`src/rtl/lrq_pkg.sv`:
```
// Shared constants for the link request serialiser
package lrq_pkg;
	localparam int LRQ_CLK_MHZ = 20;
	localparam int LRQ_BUS_LEN = 7;
	localparam int LRQ_RD_LEN = 9;
	localparam int LRQ_WR_LEN = 17;
	localparam int LRQ_TYPE_POS = 1;
	localparam int LRQ_SPD_POS = 4;
	localparam int LRQ_ADDR_POS = 4;
	localparam int LRQ_DATA_POS = 8;
	localparam logic [2:0] LRQ_IMMEDIATE = 3'h0;
	localparam logic [2:0] LRQ_ISOCHRONOUS = 3'h1;
	localparam logic [2:0] LRQ_PRIORITY = 3'h2;
	localparam logic [2:0] LRQ_FAIR = 3'h3;
	localparam logic [2:0] LRQ_REG_READ = 3'h4;
	localparam logic [2:0] LRQ_REG_WRITE = 3'h5;
	localparam logic [1:0] LRQ_CTL_IDLE = 2'h0;
	localparam logic [1:0] LRQ_CTL_STATUS = 2'h1;
	localparam logic [1:0] LRQ_CTL_RECEIVE = 2'h2;
	localparam logic [1:0] LRQ_CTL_GRANT = 2'h3;
	localparam int LRQ_ACK_WAIT_NS = 160;
	localparam int LRQ_ACK_WAIT_CYC = (LRQ_ACK_WAIT_NS * LRQ_CLK_MHZ + 999) / 1000;
	localparam logic [7:0] LRQ_OFF_CMD = 8'h00;
	localparam logic [7:0] LRQ_OFF_STAT = 8'h04;
	localparam logic [7:0] LRQ_OFF_LOST = 8'h08;
	localparam logic [1:0] LRQ_RESP_OKAY = 2'h0;
	localparam logic [1:0] LRQ_RESP_SLVERR = 2'h2;
endpackage

```
`src/rtl/lrq_sync.sv`:
```
// Two-stage synchroniser for the control lines
`timescale 1ns/1ns
module lrq_sync import lrq_pkg::*; (
	input wire logic aclk, // clock
	input wire logic aresetn, // sync reset, low
	input wire logic [1:0] d_in, // async input
	output logic [1:0] q_out // synchronised
);
	logic [1:0] s1_reg;
	always_ff @(posedge aclk) begin
		if (!aresetn) begin
			s1_reg <= 2'h0;
			q_out <= 2'h0;
		end else begin
			s1_reg <= d_in;
			q_out <= s1_reg;
		end
	end
endmodule

```
`src/rtl/lrq_shift.sv`:
```
// Serialiser that sends one request frame, lowest bit first
`timescale 1ns/1ns
module lrq_shift import lrq_pkg::*; (
	input wire logic aclk, // clock
	input wire logic aresetn, // sync reset, low
	input wire logic load, // start a frame
	input wire logic [16:0] frame, // frame bits, start at bit 0
	input wire logic [4:0] len, // frame length in bits
	output logic line_out, // serial request line
	output logic busy // frame under way
);
	logic [16:0] sh_reg;
	logic [4:0] cnt_reg;
	always_ff @(posedge aclk) begin
		if (!aresetn) begin
			sh_reg <= 17'h0;
			cnt_reg <= 5'h0;
		end else if (load && cnt_reg == 5'h0) begin
			sh_reg <= frame;
			cnt_reg <= len;
		end else if (cnt_reg != 5'h0) begin
			sh_reg <= {1'b0, sh_reg[16:1]};
			cnt_reg <= cnt_reg - 5'h1;
		end
	end
	// upper frame bits are zero, so the line rests low after the stop bit
	assign line_out = sh_reg[0];
	assign busy = cnt_reg != 5'h0;
endmodule

```
`src/rtl/lrq_host.sv`:
```
// Link-side request controller with AXI4-Lite command registers
`timescale 1ns/1ns
module lrq_host import lrq_pkg::*; (
	input wire logic aclk, // clock
	input wire logic aresetn, // sync reset, low
	input wire logic [31:0] s_axi_awaddr, // write address
	input wire logic s_axi_awvalid, // write address valid
	output logic s_axi_awready, // write address ready
	input wire logic [31:0] s_axi_wdata, // write data
	input wire logic [3:0] s_axi_wstrb, // byte strobes
	input wire logic s_axi_wvalid, // write data valid
	output logic s_axi_wready, // write data ready
	output logic [1:0] s_axi_bresp, // write response
	output logic s_axi_bvalid, // write response valid
	input wire logic s_axi_bready, // write response ready
	input wire logic [31:0] s_axi_araddr, // read address
	input wire logic s_axi_arvalid, // read address valid
	output logic s_axi_arready, // read address ready
	output logic [31:0] s_axi_rdata, // read data
	output logic [1:0] s_axi_rresp, // read response
	output logic s_axi_rvalid, // read valid
	input wire logic s_axi_rready, // read ready
	input wire logic [1:0] interface_control_lines, // control lines from device
	output logic link_request_line // serial request line
);
	typedef enum {LRQ_S_IDLE, LRQ_S_WAIT, LRQ_S_SEND, LRQ_S_WATCH, LRQ_S_ACKWAIT} lrq_state_t;

	lrq_state_t state_reg;
	logic [1:0] ctl_s;
	logic [1:0] ctl_prev_reg;
	logic [2:0] type_reg;
	logic [1:0] spd_reg;
	logic [3:0] addr_reg;
	logic [7:0] data_reg;
	logic pend_reg;
	logic lost_reg;
	logic won_reg;
	logic sent_reg;
	logic [7:0] lost_cnt_reg;
	logic [3:0] ack_cnt_reg;
	logic [16:0] frame;
	logic [4:0] frame_len;
	logic load;
	logic busy;
	logic aw_got_reg, w_got_reg;
	logic [7:0] aw_off_reg;
	logic [31:0] w_data_reg;
	logic [3:0] w_strb_reg;
	logic cmd_wr;

	function automatic logic is_bus_req(input logic [2:0] t);
		return t <= LRQ_FAIR;
	endfunction

	function automatic logic needs_idle(input logic [2:0] t);
		return t == LRQ_PRIORITY || t == LRQ_FAIR;
	endfunction

	function automatic logic wr_hit(input logic [7:0] off, input logic [7:0] want,
		input logic [3:0] strb);
		return off == want && strb[0];
	endfunction

	lrq_sync u_sync (
		.aclk(aclk),
		.aresetn(aresetn),
		.d_in(interface_control_lines),
		.q_out(ctl_s)
	);

	always_comb begin
		frame = 17'h0;
		frame[0] = 1'b1;
		frame[LRQ_TYPE_POS +: 3] = type_reg;
		if (is_bus_req(type_reg)) begin
			// speed field, stop bit stays zero
			frame[LRQ_SPD_POS +: 2] = spd_reg;
			frame_len = 5'(LRQ_BUS_LEN);
		end else if (type_reg == LRQ_REG_READ) begin
			frame[LRQ_ADDR_POS +: 4] = addr_reg;
			frame_len = 5'(LRQ_RD_LEN);
		end else begin
			frame[LRQ_ADDR_POS +: 4] = addr_reg;
			frame[LRQ_DATA_POS +: 8] = data_reg;
			frame_len = 5'(LRQ_WR_LEN);
		end
	end

	lrq_shift u_shift (
		.aclk(aclk),
		.aresetn(aresetn),
		.load(load),
		.frame(frame),
		.len(frame_len),
		.line_out(link_request_line),
		.busy(busy)
	);

	// One load per entry into LRQ_S_SEND; a free-running load would resend the frame forever
	assign load = state_reg == LRQ_S_SEND && !busy && !sent_reg;

	// frame sent once per entry into LRQ_S_SEND, stop bit always ends it
	always_ff @(posedge aclk) begin
		if (!aresetn) begin
			sent_reg <= 1'b0;
		end else if (load) begin
			sent_reg <= 1'b1;
		end else if (state_reg != LRQ_S_SEND) begin
			sent_reg <= 1'b0;
		end
	end

	// Two idle samples in a row give the idle clock before fair or priority
	always_ff @(posedge aclk) begin
		if (!aresetn) begin
			ctl_prev_reg <= LRQ_CTL_IDLE;
		end else begin
			ctl_prev_reg <= ctl_s;
		end
	end

	// AXI write channel: address and data may arrive in either order
	assign s_axi_awready = !aw_got_reg && !s_axi_bvalid;
	assign s_axi_wready = !w_got_reg && !s_axi_bvalid;
	assign cmd_wr = aw_got_reg && w_got_reg && !s_axi_bvalid;
	always_ff @(posedge aclk) begin
		if (!aresetn) begin
			aw_got_reg <= 1'b0;
			w_got_reg <= 1'b0;
			aw_off_reg <= 8'h0;
			w_data_reg <= 32'h0;
			w_strb_reg <= 4'h0;
			s_axi_bvalid <= 1'b0;
			s_axi_bresp <= LRQ_RESP_OKAY;
		end else begin
			if (s_axi_awvalid && s_axi_awready) begin
				aw_got_reg <= 1'b1;
				aw_off_reg <= s_axi_awaddr[7:0];
			end
			if (s_axi_wvalid && s_axi_wready) begin
				w_got_reg <= 1'b1;
				w_data_reg <= s_axi_wdata;
				w_strb_reg <= s_axi_wstrb;
			end
			if (cmd_wr) begin
				aw_got_reg <= 1'b0;
				w_got_reg <= 1'b0;
				s_axi_bvalid <= 1'b1;
				// Upper address bits are not decoded, so aliases answer too
				if (aw_off_reg == LRQ_OFF_CMD || aw_off_reg == LRQ_OFF_LOST) begin
					s_axi_bresp <= LRQ_RESP_OKAY;
				end else begin
					s_axi_bresp <= LRQ_RESP_SLVERR;
				end
			end else if (s_axi_bvalid && s_axi_bready) begin
				s_axi_bvalid <= 1'b0;
			end
		end
	end

	// Command engine; a command written while pending is dropped
	always_ff @(posedge aclk) begin
		if (!aresetn) begin
			state_reg <= LRQ_S_IDLE;
			type_reg <= LRQ_IMMEDIATE;
			spd_reg <= 2'h0;
			addr_reg <= 4'h0;
			data_reg <= 8'h0;
			pend_reg <= 1'b0;
			lost_reg <= 1'b0;
			won_reg <= 1'b0;
			lost_cnt_reg <= 8'h0;
			ack_cnt_reg <= 4'h0;
		end else begin
			if (cmd_wr && wr_hit(aw_off_reg, LRQ_OFF_LOST, w_strb_reg)) begin
				lost_reg <= 1'b0;
				won_reg <= 1'b0;
				lost_cnt_reg <= 8'h0;
			end
			unique case (state_reg)
				LRQ_S_IDLE: begin
					// priority code kept for cycle start
					if (cmd_wr && wr_hit(aw_off_reg, LRQ_OFF_CMD, w_strb_reg)
						&& w_data_reg[2:0] <= LRQ_REG_WRITE) begin
						type_reg <= w_data_reg[2:0];
						// only 100 and 200 speed codes
						spd_reg <= {1'b0, w_data_reg[4]};
						addr_reg <= w_data_reg[11:8];
						data_reg <= w_data_reg[23:16];
						pend_reg <= 1'b1;
						won_reg <= 1'b0;
						state_reg <= LRQ_S_WAIT;
					end
				end
				LRQ_S_WAIT: begin
					// iso and immediate go at once
					// one idle clock before fair or priority
					// Shifter empty, so the idle samples are still fresh at launch
					if (!busy && (!needs_idle(type_reg)
						|| (ctl_s == LRQ_CTL_IDLE && ctl_prev_reg == LRQ_CTL_IDLE))) begin
						state_reg <= LRQ_S_SEND;
					end
				end
				LRQ_S_SEND: begin
					// receive during shifting loses a fair or priority request
					if (needs_idle(type_reg) && busy && ctl_s == LRQ_CTL_RECEIVE) begin
						lost_reg <= 1'b1;
						lost_cnt_reg <= lost_cnt_reg + 8'h1;
						state_reg <= LRQ_S_WAIT;
					end else if (sent_reg && !busy) begin
						if (is_bus_req(type_reg)) begin
							state_reg <= LRQ_S_WATCH;
						end else begin
							pend_reg <= 1'b0;
							state_reg <= LRQ_S_IDLE;
						end
					end
				end
				LRQ_S_WATCH: begin
					// grant code ends the wait as won
					// grant never held; bus freed at once except after an immediate request, which waits in LRQ_S_ACKWAIT
					if (ctl_s == LRQ_CTL_GRANT) begin
						won_reg <= 1'b1;
						pend_reg <= 1'b0;
						ack_cnt_reg <= 4'h0;
						state_reg <= (type_reg == LRQ_IMMEDIATE) ? LRQ_S_ACKWAIT : LRQ_S_IDLE;
					end else if (ctl_s == LRQ_CTL_RECEIVE && type_reg != LRQ_IMMEDIATE
						&& type_reg != LRQ_ISOCHRONOUS) begin
						lost_reg <= 1'b1;
						lost_cnt_reg <= lost_cnt_reg + 8'h1;
						state_reg <= LRQ_S_WAIT;
					end
				end
				LRQ_S_ACKWAIT: begin
					// hold off new requests after an acknowledge grant
					if (ack_cnt_reg == 4'(LRQ_ACK_WAIT_CYC - 1)) begin
						state_reg <= LRQ_S_IDLE;
					end else begin
						ack_cnt_reg <= ack_cnt_reg + 4'h1;
					end
				end
			endcase
		end
	end

	// AXI read channel
	assign s_axi_arready = !s_axi_rvalid;
	always_ff @(posedge aclk) begin
		if (!aresetn) begin
			s_axi_rvalid <= 1'b0;
			s_axi_rdata <= 32'h0;
			s_axi_rresp <= LRQ_RESP_OKAY;
		end else if (s_axi_arvalid && s_axi_arready) begin
			s_axi_rvalid <= 1'b1;
			s_axi_rresp <= LRQ_RESP_OKAY;
			unique case (s_axi_araddr[7:0])
				LRQ_OFF_CMD: s_axi_rdata <= {8'h0, data_reg, 4'h0, addr_reg, 3'h0,
					spd_reg[0], 1'b0, type_reg};
				LRQ_OFF_STAT: s_axi_rdata <= {24'h0, ctl_s, busy, won_reg, lost_reg,
					pend_reg, state_reg == LRQ_S_IDLE, 1'b0};
				LRQ_OFF_LOST: s_axi_rdata <= {24'h0, lost_cnt_reg};
				default: begin
					s_axi_rdata <= 32'h0;
					s_axi_rresp <= LRQ_RESP_SLVERR;
				end
			endcase
		end else if (s_axi_rvalid && s_axi_rready) begin
			s_axi_rvalid <= 1'b0;
		end
	end
endmodule

```
`config.mk`:
```
export PLATFORM = sky130hd
export DESIGN_NAME = lrq_host
export DESIGN_NICKNAME = d
export VERILOG_FILES = /design/src/rtl/lrq_pkg.sv /design/src/rtl/lrq_sync.sv /design/src/rtl/lrq_shift.sv /design/src/rtl/lrq_host.sv
export SDC_FILE = /design/constraint.sdc
export NUM_CORES = 1
export LEC_CHECK = 0
export BUFFER_PORTS_ARGS = -buffer_cell sky130_fd_sc_hd__buf_4
export CORE_UTILIZATION = 51
export DETAILED_ROUTE_END_ITERATION = 8
export PLACE_DENSITY_LB_ADDON = 0.05
export SLEW_MARGIN = 20
export SYNTH_ARGS = -nofsm -noshare
export SYNTH_HDL_FRONTEND = slang
export SYNTH_SLANG_ARGS = --single-unit
```
`constraint.sdc`:
```
create_clock -name aclk -period 2.25 [get_ports aclk]
set_input_delay 0.225 -clock aclk [delete_from_list [all_inputs] [get_ports aclk]]
set_output_delay 0.225 -clock aclk [all_outputs]
set_load 0.005 [all_outputs]
```
# [Word-level counts from Yosys, hierarchy flattened]
# Index checks and enable logic that the tools add are counted.
[classes] magnitude_cmp=2 addsub=3 eq_ne=26 n_bitwise=1 n_reduce_logical=56 n_mux=51
[op_table] op="32-bit two-way mux" n=7
[op_table] op="32-bit case mux with 5 select lines" n=1
[op_table] op="24-bit case mux with 3 select lines" n=1
[op_table] op="32-bit by 2-bit == test with 1-bit output, second input constant" n=2
[op_table] op="32-bit by 3-bit == test with 1-bit output, second input constant" n=2
[op_table] op="32-bit logical NOT" n=2
[op_table] op="8-bit two-way mux" n=5
[op_table] op="32-bit by 1-bit == test with 1-bit output, second input constant" n=1
[op_table] op="16-bit two-way mux" n=2
[op_table] op="32-bit by 3-bit != test with 1-bit output, second input constant" n=1
[op_table] op="1-bit logical AND" n=24
[op_table] op="5-bit two-way mux" n=4
[op_table] op="1-bit two-way mux" n=18
[op_table] op="8-bit by 4-bit == test with 1-bit output, second input constant" n=2
[op_table] op="8-bit logical NOT" n=2
[op_table] op="2-bit != test, second input constant" n=8
[op_table] op="8-bit case mux with 2 select lines" n=1
[op_table] op="10-bit two-way mux" n=1
[op_table] op="2-bit nonzero test" n=5
[op_table] op="8-bit by 1-bit adder with 8-bit output, second input constant" n=1
[op_table] op="8-bit by 3-bit == test with 1-bit output, second input constant" n=1
[op_table] op="2-bit two-way mux" n=4
[op_table] op="4-bit two-way mux" n=2
[op_table] op="4-bit case mux with 2 select lines" n=1
[op_table] op="27 further kinds" n=41
[word_totals] wordCells=165 inputBits=109 output_inout_bits=42 ff_bits=164

# [Logic depth before layout (Yosys ltp)]
# Gate-level depths: netlist of run 1.
[logic_depth] ltp_word=7 depth_mapped=8 ltp_nobuf=7

# [Hierarchy]
# A second synthesis of run 1 with hierarchy kept.
[hier_totals] hier_cells=570 hier_area_um2=4978.5
[by_module_without_submodules] mod="lrq_host" cells_each=456 instances=1 seq_area_each_um2=1761.7 area_per_inst_um2=3787.4
[by_module_without_submodules] mod="lrq_shift" cells_each=106 instances=1 seq_area_each_um2=440.4 area_per_inst_um2=1086.0
[by_module_without_submodules] mod="lrq_sync" cells_each=8 instances=1 seq_area_each_um2=80.1 area_per_inst_um2=105.1

# [Worst setup path after synthesis of run 1]
# Ideal clock, no wire load.
[synth_path] path_type="register to register" startpoint="register u_shift.cnt_reg[0]" endpoint="register state_reg[1]" n_path_buf=1 setup_time_ps=59 t_required_ps=2191 arrival_time_ps=1766 path_slack_ps=425 path_stages_with_launch=9 period_less_slack_ps=1825 path_cell_list="dfxtp_1 -> inv_1 -> ha_1 -> or4b_4 -> buf_2 -> a31oi_1 -> nand3_1 -> a21oi_1 -> o221a_2"
[synth_between] elab_chain_len=5 word_cells_on_any_way=11 classes_between="eq/ne: 2; mux: 2; reduce/logical: 7"
[synth_rtl] item="start: declaration" line_no="lrq_shift.sv:13" rtl="logic [4:0] cnt_reg;"
[synth_rtl] item="start signal: assignment" line_no="lrq_shift.sv:20" rtl="cnt_reg <= len;"
[synth_rtl] item="start signal: assignment" line_no="lrq_shift.sv:23" rtl="cnt_reg <= cnt_reg - 5'h1;"
[synth_rtl] item="5-bit nonzero test (*)" line_no="lrq_shift.sv:28" rtl="assign busy = cnt_reg != 5'h0;"
[synth_rtl] item="1-bit logical AND / 1-bit logical NOT (equally long branches)" line_no="lrq_host.sv:206, lrq_host.sv:199, lrq_host.sv:210"
[synth_rtl] item="1-bit logical AND, on equally long branches" line_no="lrq_host.sv:206, lrq_host.sv:199, lrq_host.sv:210"
[synth_rtl] item="3-bit != test (no source line), or another cell as far along"
[synth_rtl] item="5-bit AND reduction (no source line) / 32-bit case mux with 5 select lines (equally long branches)"
[synth_rtl] item="end signal: assignment" line_no="lrq_host.sv:226" rtl="state_reg <= (type_reg == LRQ_IMMEDIATE) ? LRQ_S_ACKWAIT : LRQ_S_IDLE;"
[synth_rtl] item="end: declaration" line_no="lrq_host.sv:28" rtl="lrq_state_t state_reg;"
# Mark *: on every way between the ends. The rest lies on a longest branch, timed or not.
# A chain may end at the register's enable or synchronous reset.

# [Worst setup path after layout of run 1]
[layout_path] startpoint="register aw_off_reg[0]" endpoint="register type_reg[2]"
[layout_between] elab_chain_len=5
[layout_rtl] item="start: declaration" line_no="lrq_host.sv:46" rtl="logic [7:0] aw_off_reg;"
[layout_rtl] item="start signal: assignment" line_no="lrq_host.sv:138" rtl="aw_off_reg <= s_axi_awaddr[7:0];"
[layout_rtl] item="8-bit logical NOT" line_no="lrq_host.sv:61" rtl="return off == want && strb[0];"
[layout_rtl] item="1-bit logical AND" line_no="lrq_host.sv:61"
[layout_rtl] item="1-bit logical AND" line_no="lrq_host.sv:183" rtl="if (cmd_wr && wr_hit(aw_off_reg, LRQ_OFF_CMD, w_strb_reg)"
[layout_rtl] item="1-bit logical AND" line_no="lrq_host.sv:184" rtl="&& w_data_reg[2:0] <= LRQ_REG_WRITE) begin"
[layout_rtl] item="2-bit AND reduction (no source line)"
[layout_rtl] item="end signal: assignment" line_no="lrq_host.sv:185" rtl="type_reg <= w_data_reg[2:0];"
[layout_rtl] item="end: declaration" line_no="lrq_host.sv:31" rtl="logic [2:0] type_reg;"
# Every way passes these cells.

==> impl_metrics.tcl, run 1 <==
set metrics [dict create \
    peakVddDrop_mv 0.533 \
    rrSetupSlack_ns 0.23 \
    cts_tree "done" \
    start_kind "flop" \
    synth-edff-count 0 \
    cpMaxStageDelayCell "or4_4" \
    worst_pin_slew_ns 0.601 \
    syn_inst 582 \
    place_area_um2 5450 \
    final_util_pct 68.6 \
    rows 35 \
    antenna_cells 0 \
    drive_gt1_share_pct 19.4 \
    ios 151 \
    endpoint "type_reg[2]" \
    largest_register_ffs 20 \
    drc 0 \
    seqCellArea_um2 2260 \
    netlist_top_cells_area "dfxtp_1 47%, nand2_1 8.3%, a21oi_1 6.6%" \
    vias 4384 \
    hold_slack_ns 0.0372 \
    totalWireLength_mm 11.5 \
    portBuffers 69 \
    multi_input_area_um2 2360 \
    cts_buffers 17 \
    dieArea_um2 9920 \
    yosysWarnings 0 \
    wl_per_cell_um 14.0 \
    ys_seq_area_share_pct 46.6 \
    die_w_um 99.6 \
    cts_sinks 113 \
    grt_start_max_net_pins 39 \
    status "finished, final reports clean" \
    fin_cells 819 \
    syn_area_per_cell_um2 8.34 \
    grt.total_usage_pct 25.0 \
    fin_area_um2 6340 \
    fillCellCount 757 \
    cp_num_buf_inv 0 \
    hold_path.class "in2reg" \
    reg2reg_from "aw_off_reg[0]" \
    critical-path-top-delay-family "simple AND/OR/NAND/NOR gates" \
    yosysUniqueCellTypes 56 \
    hpwl_mm 7.66 \
    syn_to_final_growth_pct 30.6 \
    cts_max_level 4 \
    reg2reg_depth 5 \
    crit_start "aw_off_reg[0]" \
    root_buffer "clkbuf_8" \
    max_freq_mhz 494 \
    syn_area_um2 4860 \
    clkTransAtPathRegs_ns 0.06 \
    slew_headroom_pct 59.8 \
    drt_iter0_markers 268 \
    die_h_um 99.6 \
    ys_seq_elements 113 \
    finalHoldViolCount 0 \
    synth-main-ff-cell "dfxtp_1" \
    dp.cells 757 \
    clk_path_buf_depth 2 \
    grt_pass1_wl_mm 19.5 \
    antenna_found_initial 0 \
    nets 790 \
    grt_pass1_vias 4137 \
    cap_violations 0 \
    fin_skew_ns 0.0106 \
    fin_crit_sh_pct 90.0 \
    arrival_ns 2.40 \
    synth_top_cell_area_share_pct 46.6 \
    gp_congestion 0.842 \
    critical_path_peak_fanout 18 \
    setup_tns_ns 0 \
    yosysMostFrequentCell "dfxtp_1" \
    rsz0062_at_grt "false" \
    ys_async_sr_fraction_pct 0 \
    core_um2 9240 \
    path_class "reg2reg" \
    start_util_pct 52.6 \
    firstDrtPassIters 5 \
    slew_violations 0 \
    p_per_area_nw_per_um2 970 \
    p_leak_uw 0.00244 \
    yosys-top-cells-count "113 x dfxtp_1, 107 x nand2_1, 64 x a21oi_1" \
    hp-start "aresetn" \
    crit_chain "or4_4, nor3_1, nand3_4, mux2i_1, nor2_1" \
    grt.overflow.total 0 \
    antenna_left 0 \
    viasPerCell 5.35 \
    setup_viol 0 \
    cp.depth 5 \
    fin_crit_ns 2.02 \
    r2r-end "type_reg[2]" \
    critPathMaxStageDelay_ns 0.57 \
    clkLatencyLatePin_ns 0.51 \
    endpoint_kind "flop" \
    worst_ep_required_time_ns 2.62 \
    yosysTopAreaCell "dfxtp_1" \
]
[layer usage]
metal  part of all wire [%]  vias up  wire length (um)  global-route usage, %
met5                      0        -                 0                      0
met4                   0.89        0               102                   8.03
met3                    3.7       10               427                   6.61
met2                     51      116              5870                   43.0
met1                     44     2052              5090                   30.4
li1                       -     2206                 -                      -
[where the power goes]
part           leakage [uW]  internal (uW)  switching [uW]  total [uW]
clock              0.000287           1610             977        2580
sequential         0.000919           2150             161        2310
combinational       0.00124            517             741        1260
[tightest hold or removal path, delay by kind of cell]
| kind | cells | cell delay, ns |
|---|---|---|
| simple gates | 1 | 0.07 |
| compound gates | 1 | 0.03 |
| buf+inv | 1 | 0.17 |
[metrics by stage]
stage | total power (uW) | worst slack [ns]
6_report | 6150 | 0.226
5_1_grt | 6430 | 0.0424
2_1_floorplan | 3180 | 0.425
3_3_place_gp | 3490 | 0.194
4_1_cts | 6160 | 0.139
3_5_place_dp | 3530 | 0.168
[repair_timing]
item | CTS | global route
gates resized for setup | 0 | 1
endpoints found under the setup margin | 0 | 2
buffers inserted | 0 | 0
hold buffers | 30 | 0
hold endpoints to repair | 29 | 0
[worst min path at each step]
stage                               endpoint  slack [ns]  cells past startpoint
after floorplan                 s_axi_rvalid        0.32                      1
after global placement          s_axi_rvalid        0.41                      2
after detailed placement        s_axi_rvalid        0.41                      2
after CTS                            won_reg        0.02                      3
after global routing      u_shift.cnt_reg[4]        0.03                      2
final                                won_reg        0.04                      3
[cell type report]
| class | instances | share of cell area [%] |
|---|---|---|
| Timing Repair Buffer | 112 | 14.8 |
| Inverter | 9 | 0.533 |
| Sequential cell | 113 | 35.7 |
| Multi-Input combinational cell | 424 | 37.2 |
| Clock buffer | 21 | 7.40 |
| Tap cell | 129 | 2.55 |
| Clock inverter | 11 | 1.84 |
[cells by family after synthesis]
logic type               share of synthesized area (%)
XOR/XNOR                                         0.902
AND/OR/NAND/NOR                                   25.7
flip-flops                                        46.6
buffers and inverters                             6.21
multiplexers                                      1.44
other                                           0.0772
adder cells (fa/ha/maj)                           1.03
AO/OA/AOI/OAI                                     18.0
[layout by cell type, fill, tap and decap left out, drive strengths merged, types with 13 or more instances in the layout]
cell and count:
dfxtp 113, nand2 107, buf 82, a21oi 65, nor2 50, dlygate4sd3 30, nand3 30, clkbuf 21
a22oi 20, nor3 19, inv 15, conb 14, o21ai 13
Power figures use the tool's default switching activity.
==> inputs of run 2 (changes only) <==
--- a/config.mk
+++ b/config.mk
@@ -5,7 +5,7 @@
 export SDC_FILE = /design/constraint.sdc
 export NUM_CORES = 1
 export LEC_CHECK = 0
-export BUFFER_PORTS_ARGS = -buffer_cell sky130_fd_sc_hd__buf_4
+export BUFFER_PORTS_ARGS = -buffer_cell sky130_fd_sc_hd__clkbuf_2
 export CORE_UTILIZATION = 51
 export DETAILED_ROUTE_END_ITERATION = 8
 export PLACE_DENSITY_LB_ADDON = 0.05
==> impl_metrics.tcl, run 2 (same netlist as run 1, synthesis figures left out) <==
set metrics [dict create \
    fillCellCount 776 \
    dp.cells 756 \
    setup_viol 0 \
    hold_path.class "in2reg" \
    grt_pass1_vias 4119 \
    start_kind "flop" \
    grt_start_max_net_pins 98 \
    rows 35 \
    antenna_left 0 \
    gp_congestion 0.795 \
    fin_cells 818 \
    arrival_ns 2.53 \
    grt.total_usage_pct 24.4 \
    syn_to_final_growth_pct 26.3 \
    dieArea_um2 9920 \
    cp_num_buf_inv 1 \
    slew_headroom_pct 59.6 \
    antenna_found_initial 0 \
    wl_per_cell_um 13.8 \
    clkTransAtPathRegs_ns 0.06 \
    finalHoldViolCount 0 \
    nets 789 \
    critPathMaxStageDelay_ns 0.50 \
    max_freq_mhz 475 \
    p_per_area_nw_per_um2 986 \
    grt_pass1_wl_mm 18.9 \
    portBuffers 69 \
    cts_max_level 4 \
    cts_sinks 113 \
    hold_slack_ns 0.0447 \
    layout_common_cells "113 x dfxtp_1, 107 x nand2_1, 69 x clkbuf_2, 64 x a21oi_1, 50 x nor2_1" \
    status "finished, final reports clean" \
    drc 0 \
    start_util_pct 52.6 \
    core_um2 9240 \
    cap_violations 0 \
    p_leak_uw 0.00238 \
    critical-path-top-delay-family "compound AO/OA/AOI/OAI gates" \
    crit_chain "inv_1, ha_1, or4b_4, a21oi_4, o21a_4, nor2_1, a211oi_1" \
    seqCellArea_um2 2260 \
    fin_skew_ns 0.00771 \
    slew_violations 0 \
    firstDrtPassIters 5 \
    multi_input_area_um2 2360 \
    drt_iter0_markers 286 \
    worst_ep_required_time_ns 2.67 \
    critical_path_peak_fanout 8 \
    cts_buffers 17 \
    clk_path_buf_depth 2 \
    path_class "reg2reg" \
    ios 151 \
    fin_crit_sh_pct 93.6 \
    cts_tree "done" \
    clkLatencyLatePin_ns 0.52 \
    rsz0062_at_grt "false" \
    viasPerCell 5.34 \
    die_w_um 99.6 \
    largest_register_ffs 20 \
    die_h_um 99.6 \
    hpwl_mm 7.35 \
    peakVddDrop_mv 0.573 \
    finalPower_uw 6050 \
    cp.depth 7 \
    grt.overflow.total 0 \
    antenna_cells 0 \
    cpMaxStageDelayCell "or4b_4" \
    worst_pin_slew_ns 0.604 \
    reg2reg_depth 7 \
    drive_gt1_share_pct 19.0 \
    vias 4369 \
    whs_path_depth 3 \
    root_buffer "clkbuf_8" \
    endpoint_kind "flop" \
    fin_crit_ns 2.11 \
    totalWireLength_mm 11.3 \
    setup_tns_ns 0 \
    final_common_cell "dfxtp_1" \
]
[run 2: cell types whose count changed in the layout (fill, tap and decap cells not counted), sizes merged]
cell / previous run / this run
bufinv: 1 / 2
clkbuf: 21 / 89
buf: 82 / 12
clkinvlp: 1 / 2
clkinv: 3 / 6
inv: 15 / 11
[run 2: timing repair]
item                                    CTS  global route
hold buffers                             30             0
resized for setup                         0             1
endpoints found under the setup margin    0            14
endpoints found under the hold margin    29             0
buffers inserted                          0             0
[run 2: power breakdown]
| group | internal (uW) | leakage (uW) | switching [uW] |
|---|---|---|---|
| logic | 475 | 0.00118 | 729 |
| clock network | 1610 | 0.000276 | 944 |
| registers | 2150 | 0.000919 | 144 |
| total | 4230 | 0.00238 | 1820 |
[run 2: routing by layer]
metal / vias to the layer above / global-route usage, % / share of wire [%]
met4: 0 / 9.28 / 1.0
met3: 14 / 5.90 / 3.6
li1: 2203 / - / -
met5: - / 0 / 0
met2: 102 / 42.0 / 50
met1: 2050 / 29.5 / 45
[run 2: tightest hold or removal path: stages]
cell,delay [ns]
clkbuf_2,0.10
a21oi_1,0.13
nor3b_1,0.05
[run 2: final timing paths]
kind	slack [ns]	startpoint	endpoint
setup / recovery	0.14	u_shift.cnt_reg[0]	lost_cnt_reg[2]
hold / removal	0.04	s_axi_wvalid	w_got_reg
setup reg to reg	0.14	u_shift.cnt_reg[0]	lost_cnt_reg[2]
hold reg to reg	0.43	u_sync.s1_reg[1]	u_sync.q_out[1]
[run 2: cell type report]
class                   count  share of cell area, %
repair buffers            111                   12.2
multi-input cells         424                   38.4
well taps                 129                   2.63
clock inverters            12                   2.18
clock buffers              20                   7.10
flip-flops and latches    113                   36.9
inverters                   9                  0.551
[run 2: stage by stage]
step                area (um^2)  setup slack, ns  util (%)
finish                     6130            0.143      66.4
global route               6130           0.0255      66.4
CTS                        6120           0.0969      66.3
detailed placement         5260            0.129      56.9
global placement           5260            0.163      56.9
floorplan                  4900            0.425         -
==> inputs of run 3 (changes only) <==
==> constraint.sdc (replaced) <==
create_clock -name aclk -period 2 [get_ports aclk]
set_input_delay 0.2 -clock aclk [delete_from_list [all_inputs] [get_ports aclk]]
set_output_delay 0.2 -clock aclk [all_outputs]
set_load 0.005 [all_outputs]
==> impl_metrics.tcl, run 3 (same netlist as run 1, synthesis figures left out) <==
set metrics [dict create \
    status "finished, final reports clean" \
    hp-start "s_axi_wvalid" \
    drt_iter0_markers 204 \
    path_class "reg2reg" \
    hold_path.class "in2reg" \
    clkTransAtPathRegs_ns 0.06 \
    worst_pin_slew_ns 0.611 \
    drc 0 \
    fin_crit_sh_pct 97.6 \
    r2r-end "lost_cnt_reg[0]" \
    slew_headroom_pct 59.1 \
    cap_violations 0 \
    core_um2 9240 \
    grt.total_usage_pct 25.0 \
    setup_viol 0 \
    antenna_found_initial 0 \
    root_buffer "clkbuf_8" \
    grt.overflow.total 0 \
    largest_register_ffs 20 \
    arrival_ns 2.34 \
    fin_crit_ns 1.95 \
    peakVddDrop_mv 0.673 \
    start_util_pct 52.6 \
    slew_violations 0 \
    topRoutingLayerUsed "met4" \
    start_kind "flop" \
    whs_path_depth 3 \
    max_freq_mhz 513 \
    final_common_cell "dfxtp_1" \
    final_util_pct 67.8 \
    p_leak_uw 0.00246 \
    grt_pass1_wl_mm 19.5 \
    worst_ep_required_time_ns 2.39 \
    viasPerCell 5.29 \
    crit_chain "or4_4, or4_4, o21a_4, a21oi_1, nor2_1" \
    path_common_cell "or4_4" \
    finalWorstSetupSlack_ns 0.0489 \
    syn_to_final_growth_pct 29.0 \
    rows 35 \
    layout_common_cells "113 x dfxtp_1, 107 x nand2_1, 69 x clkbuf_2, 64 x a21oi_1, 49 x nor2_1" \
    vias 4413 \
    portBuffers 69 \
    firstDrtPassIters 5 \
    dieArea_um2 9920 \
    met3_length_um 475 \
    ios 151 \
    min_to "w_got_reg" \
    antenna_cells 0 \
    antenna_left 0 \
    rrSetupSlack_ns 0.05 \
    wl_per_cell_um 14.1 \
    grt_start_max_net_pins 98 \
    p_per_area_nw_per_um2 1110 \
    cts_max_level 4 \
    gp_congestion 0.830 \
    cts_buffers 17 \
    fin_skew_ns 0.00967 \
    die_h_um 99.6 \
    endpoint_kind "flop" \
    nets 805 \
    grt_pass1_vias 4187 \
    finalHoldViolCount 0 \
    reg2reg_from "aw_off_reg[7]" \
    reg2reg_depth 5 \
    rsz0062_at_grt "true" \
    hpwl_mm 7.55 \
    totalWireLength_mm 11.7 \
    drive_gt1_share_pct 21.7 \
    dr_wl_met2_mm 5.86 \
    clkLatencyLatePin_ns 0.51 \
    clk_path_buf_depth 2 \
    die_w_um 99.6 \
    cts_tree "done" \
    critPathMaxStageDelay_ns 0.56 \
    wl_met1_mm 5.34 \
    dp_slack_ns 0.0465 \
    cts_sinks 113 \
    fillCellCount 776 \
    cpMaxStageDelayCell "or4_4" \
    critical_path_peak_fanout 8 \
]
==> run 3: changes by cell type in the layout (fill, tap and decap cells not counted), sizes merged <==
cell and change:
bufinv -1, inv +7, buf +15, or4b +1, clkinv -2, clkinvlp -1
clkbuf -3
==> run 3: how the worst max path moves through the flow <==
stage	from	end	slack, ns	cells past startpoint
after CTS	u_shift.cnt_reg[0]	lost_cnt_reg[2]	0.04	7
after global placement	aw_off_reg[0]	lost_cnt_reg[7]	0.08	5
final	aw_off_reg[7]	lost_cnt_reg[0]	0.05	5
after detailed placement	u_shift.cnt_reg[0]	lost_cnt_reg[2]	0.05	7
after global routing	aw_off_reg[7]	lost_cnt_reg[4]	-0.005	5
after floorplan	u_shift.cnt_reg[0]	state_reg[1]	0.18	8
==> run 3: area by class of cell <==
class                      instances  area (um^2)  area share [%]
sequential                       113         2260            36.1
inverter                           9         33.8           0.539
clock buffer                      17          414            6.61
multi-input combinational        425         2380            38.0
timing repair buffer             126          861            13.7
tap                              129          161            2.58
clock inverter                    15          149            2.38
==> run 3: repair_timing <==
action	CTS	global route
endpoints found under the setup margin	0	10
setup buffers	0	1
gates resized for setup	0	6
hold buffers	30	0
endpoints found under the hold margin	29	0
==> run 3: critical path, delay by kind of cell, from the launching register on <==
kind / cells / cell delay (ns)
AND/OR/NAND/NOR: 3 / 1.16
AO/OA/AOI/OAI: 2 / 0.36
flip-flops: 1 / 0.31
==> run 3: per-stage QoR <==
step | instance area [um^2] | instances | hold WS (ns) | power, uW | setup TNS [ns]
final | 6260 | 834 | 0.0394 | 6970 | 0
after global routing | 6260 | 834 | 0.0653 | 7320 | -0.0145
after CTS | 6220 | 832 | 0.0213 | 6920 | 0
after detailed placement | 5360 | 770 | 0.395 | 4010 | 0
after global placement | 5360 | 770 | 0.387 | 3980 | 0
after floorplan | 4900 | 595 | 0.299 | 3580 | 0
==> run 3: report_power, final <==
part | switching, uW | internal, uW
combinational | 884 | 646
sequential | 165 | 2410
clock | 1170 | 1690
==> run 3: metal layers <==
| layer | global-route usage [%] | up-vias |
|---|---|---|
| li1 | - | 2238 |
| met1 | 31.5 | 2046 |
| met2 | 42.9 | 125 |
| met3 | 5.55 | 4 |
| met4 | 7.47 | 0 |
| met5 | 0 | - |
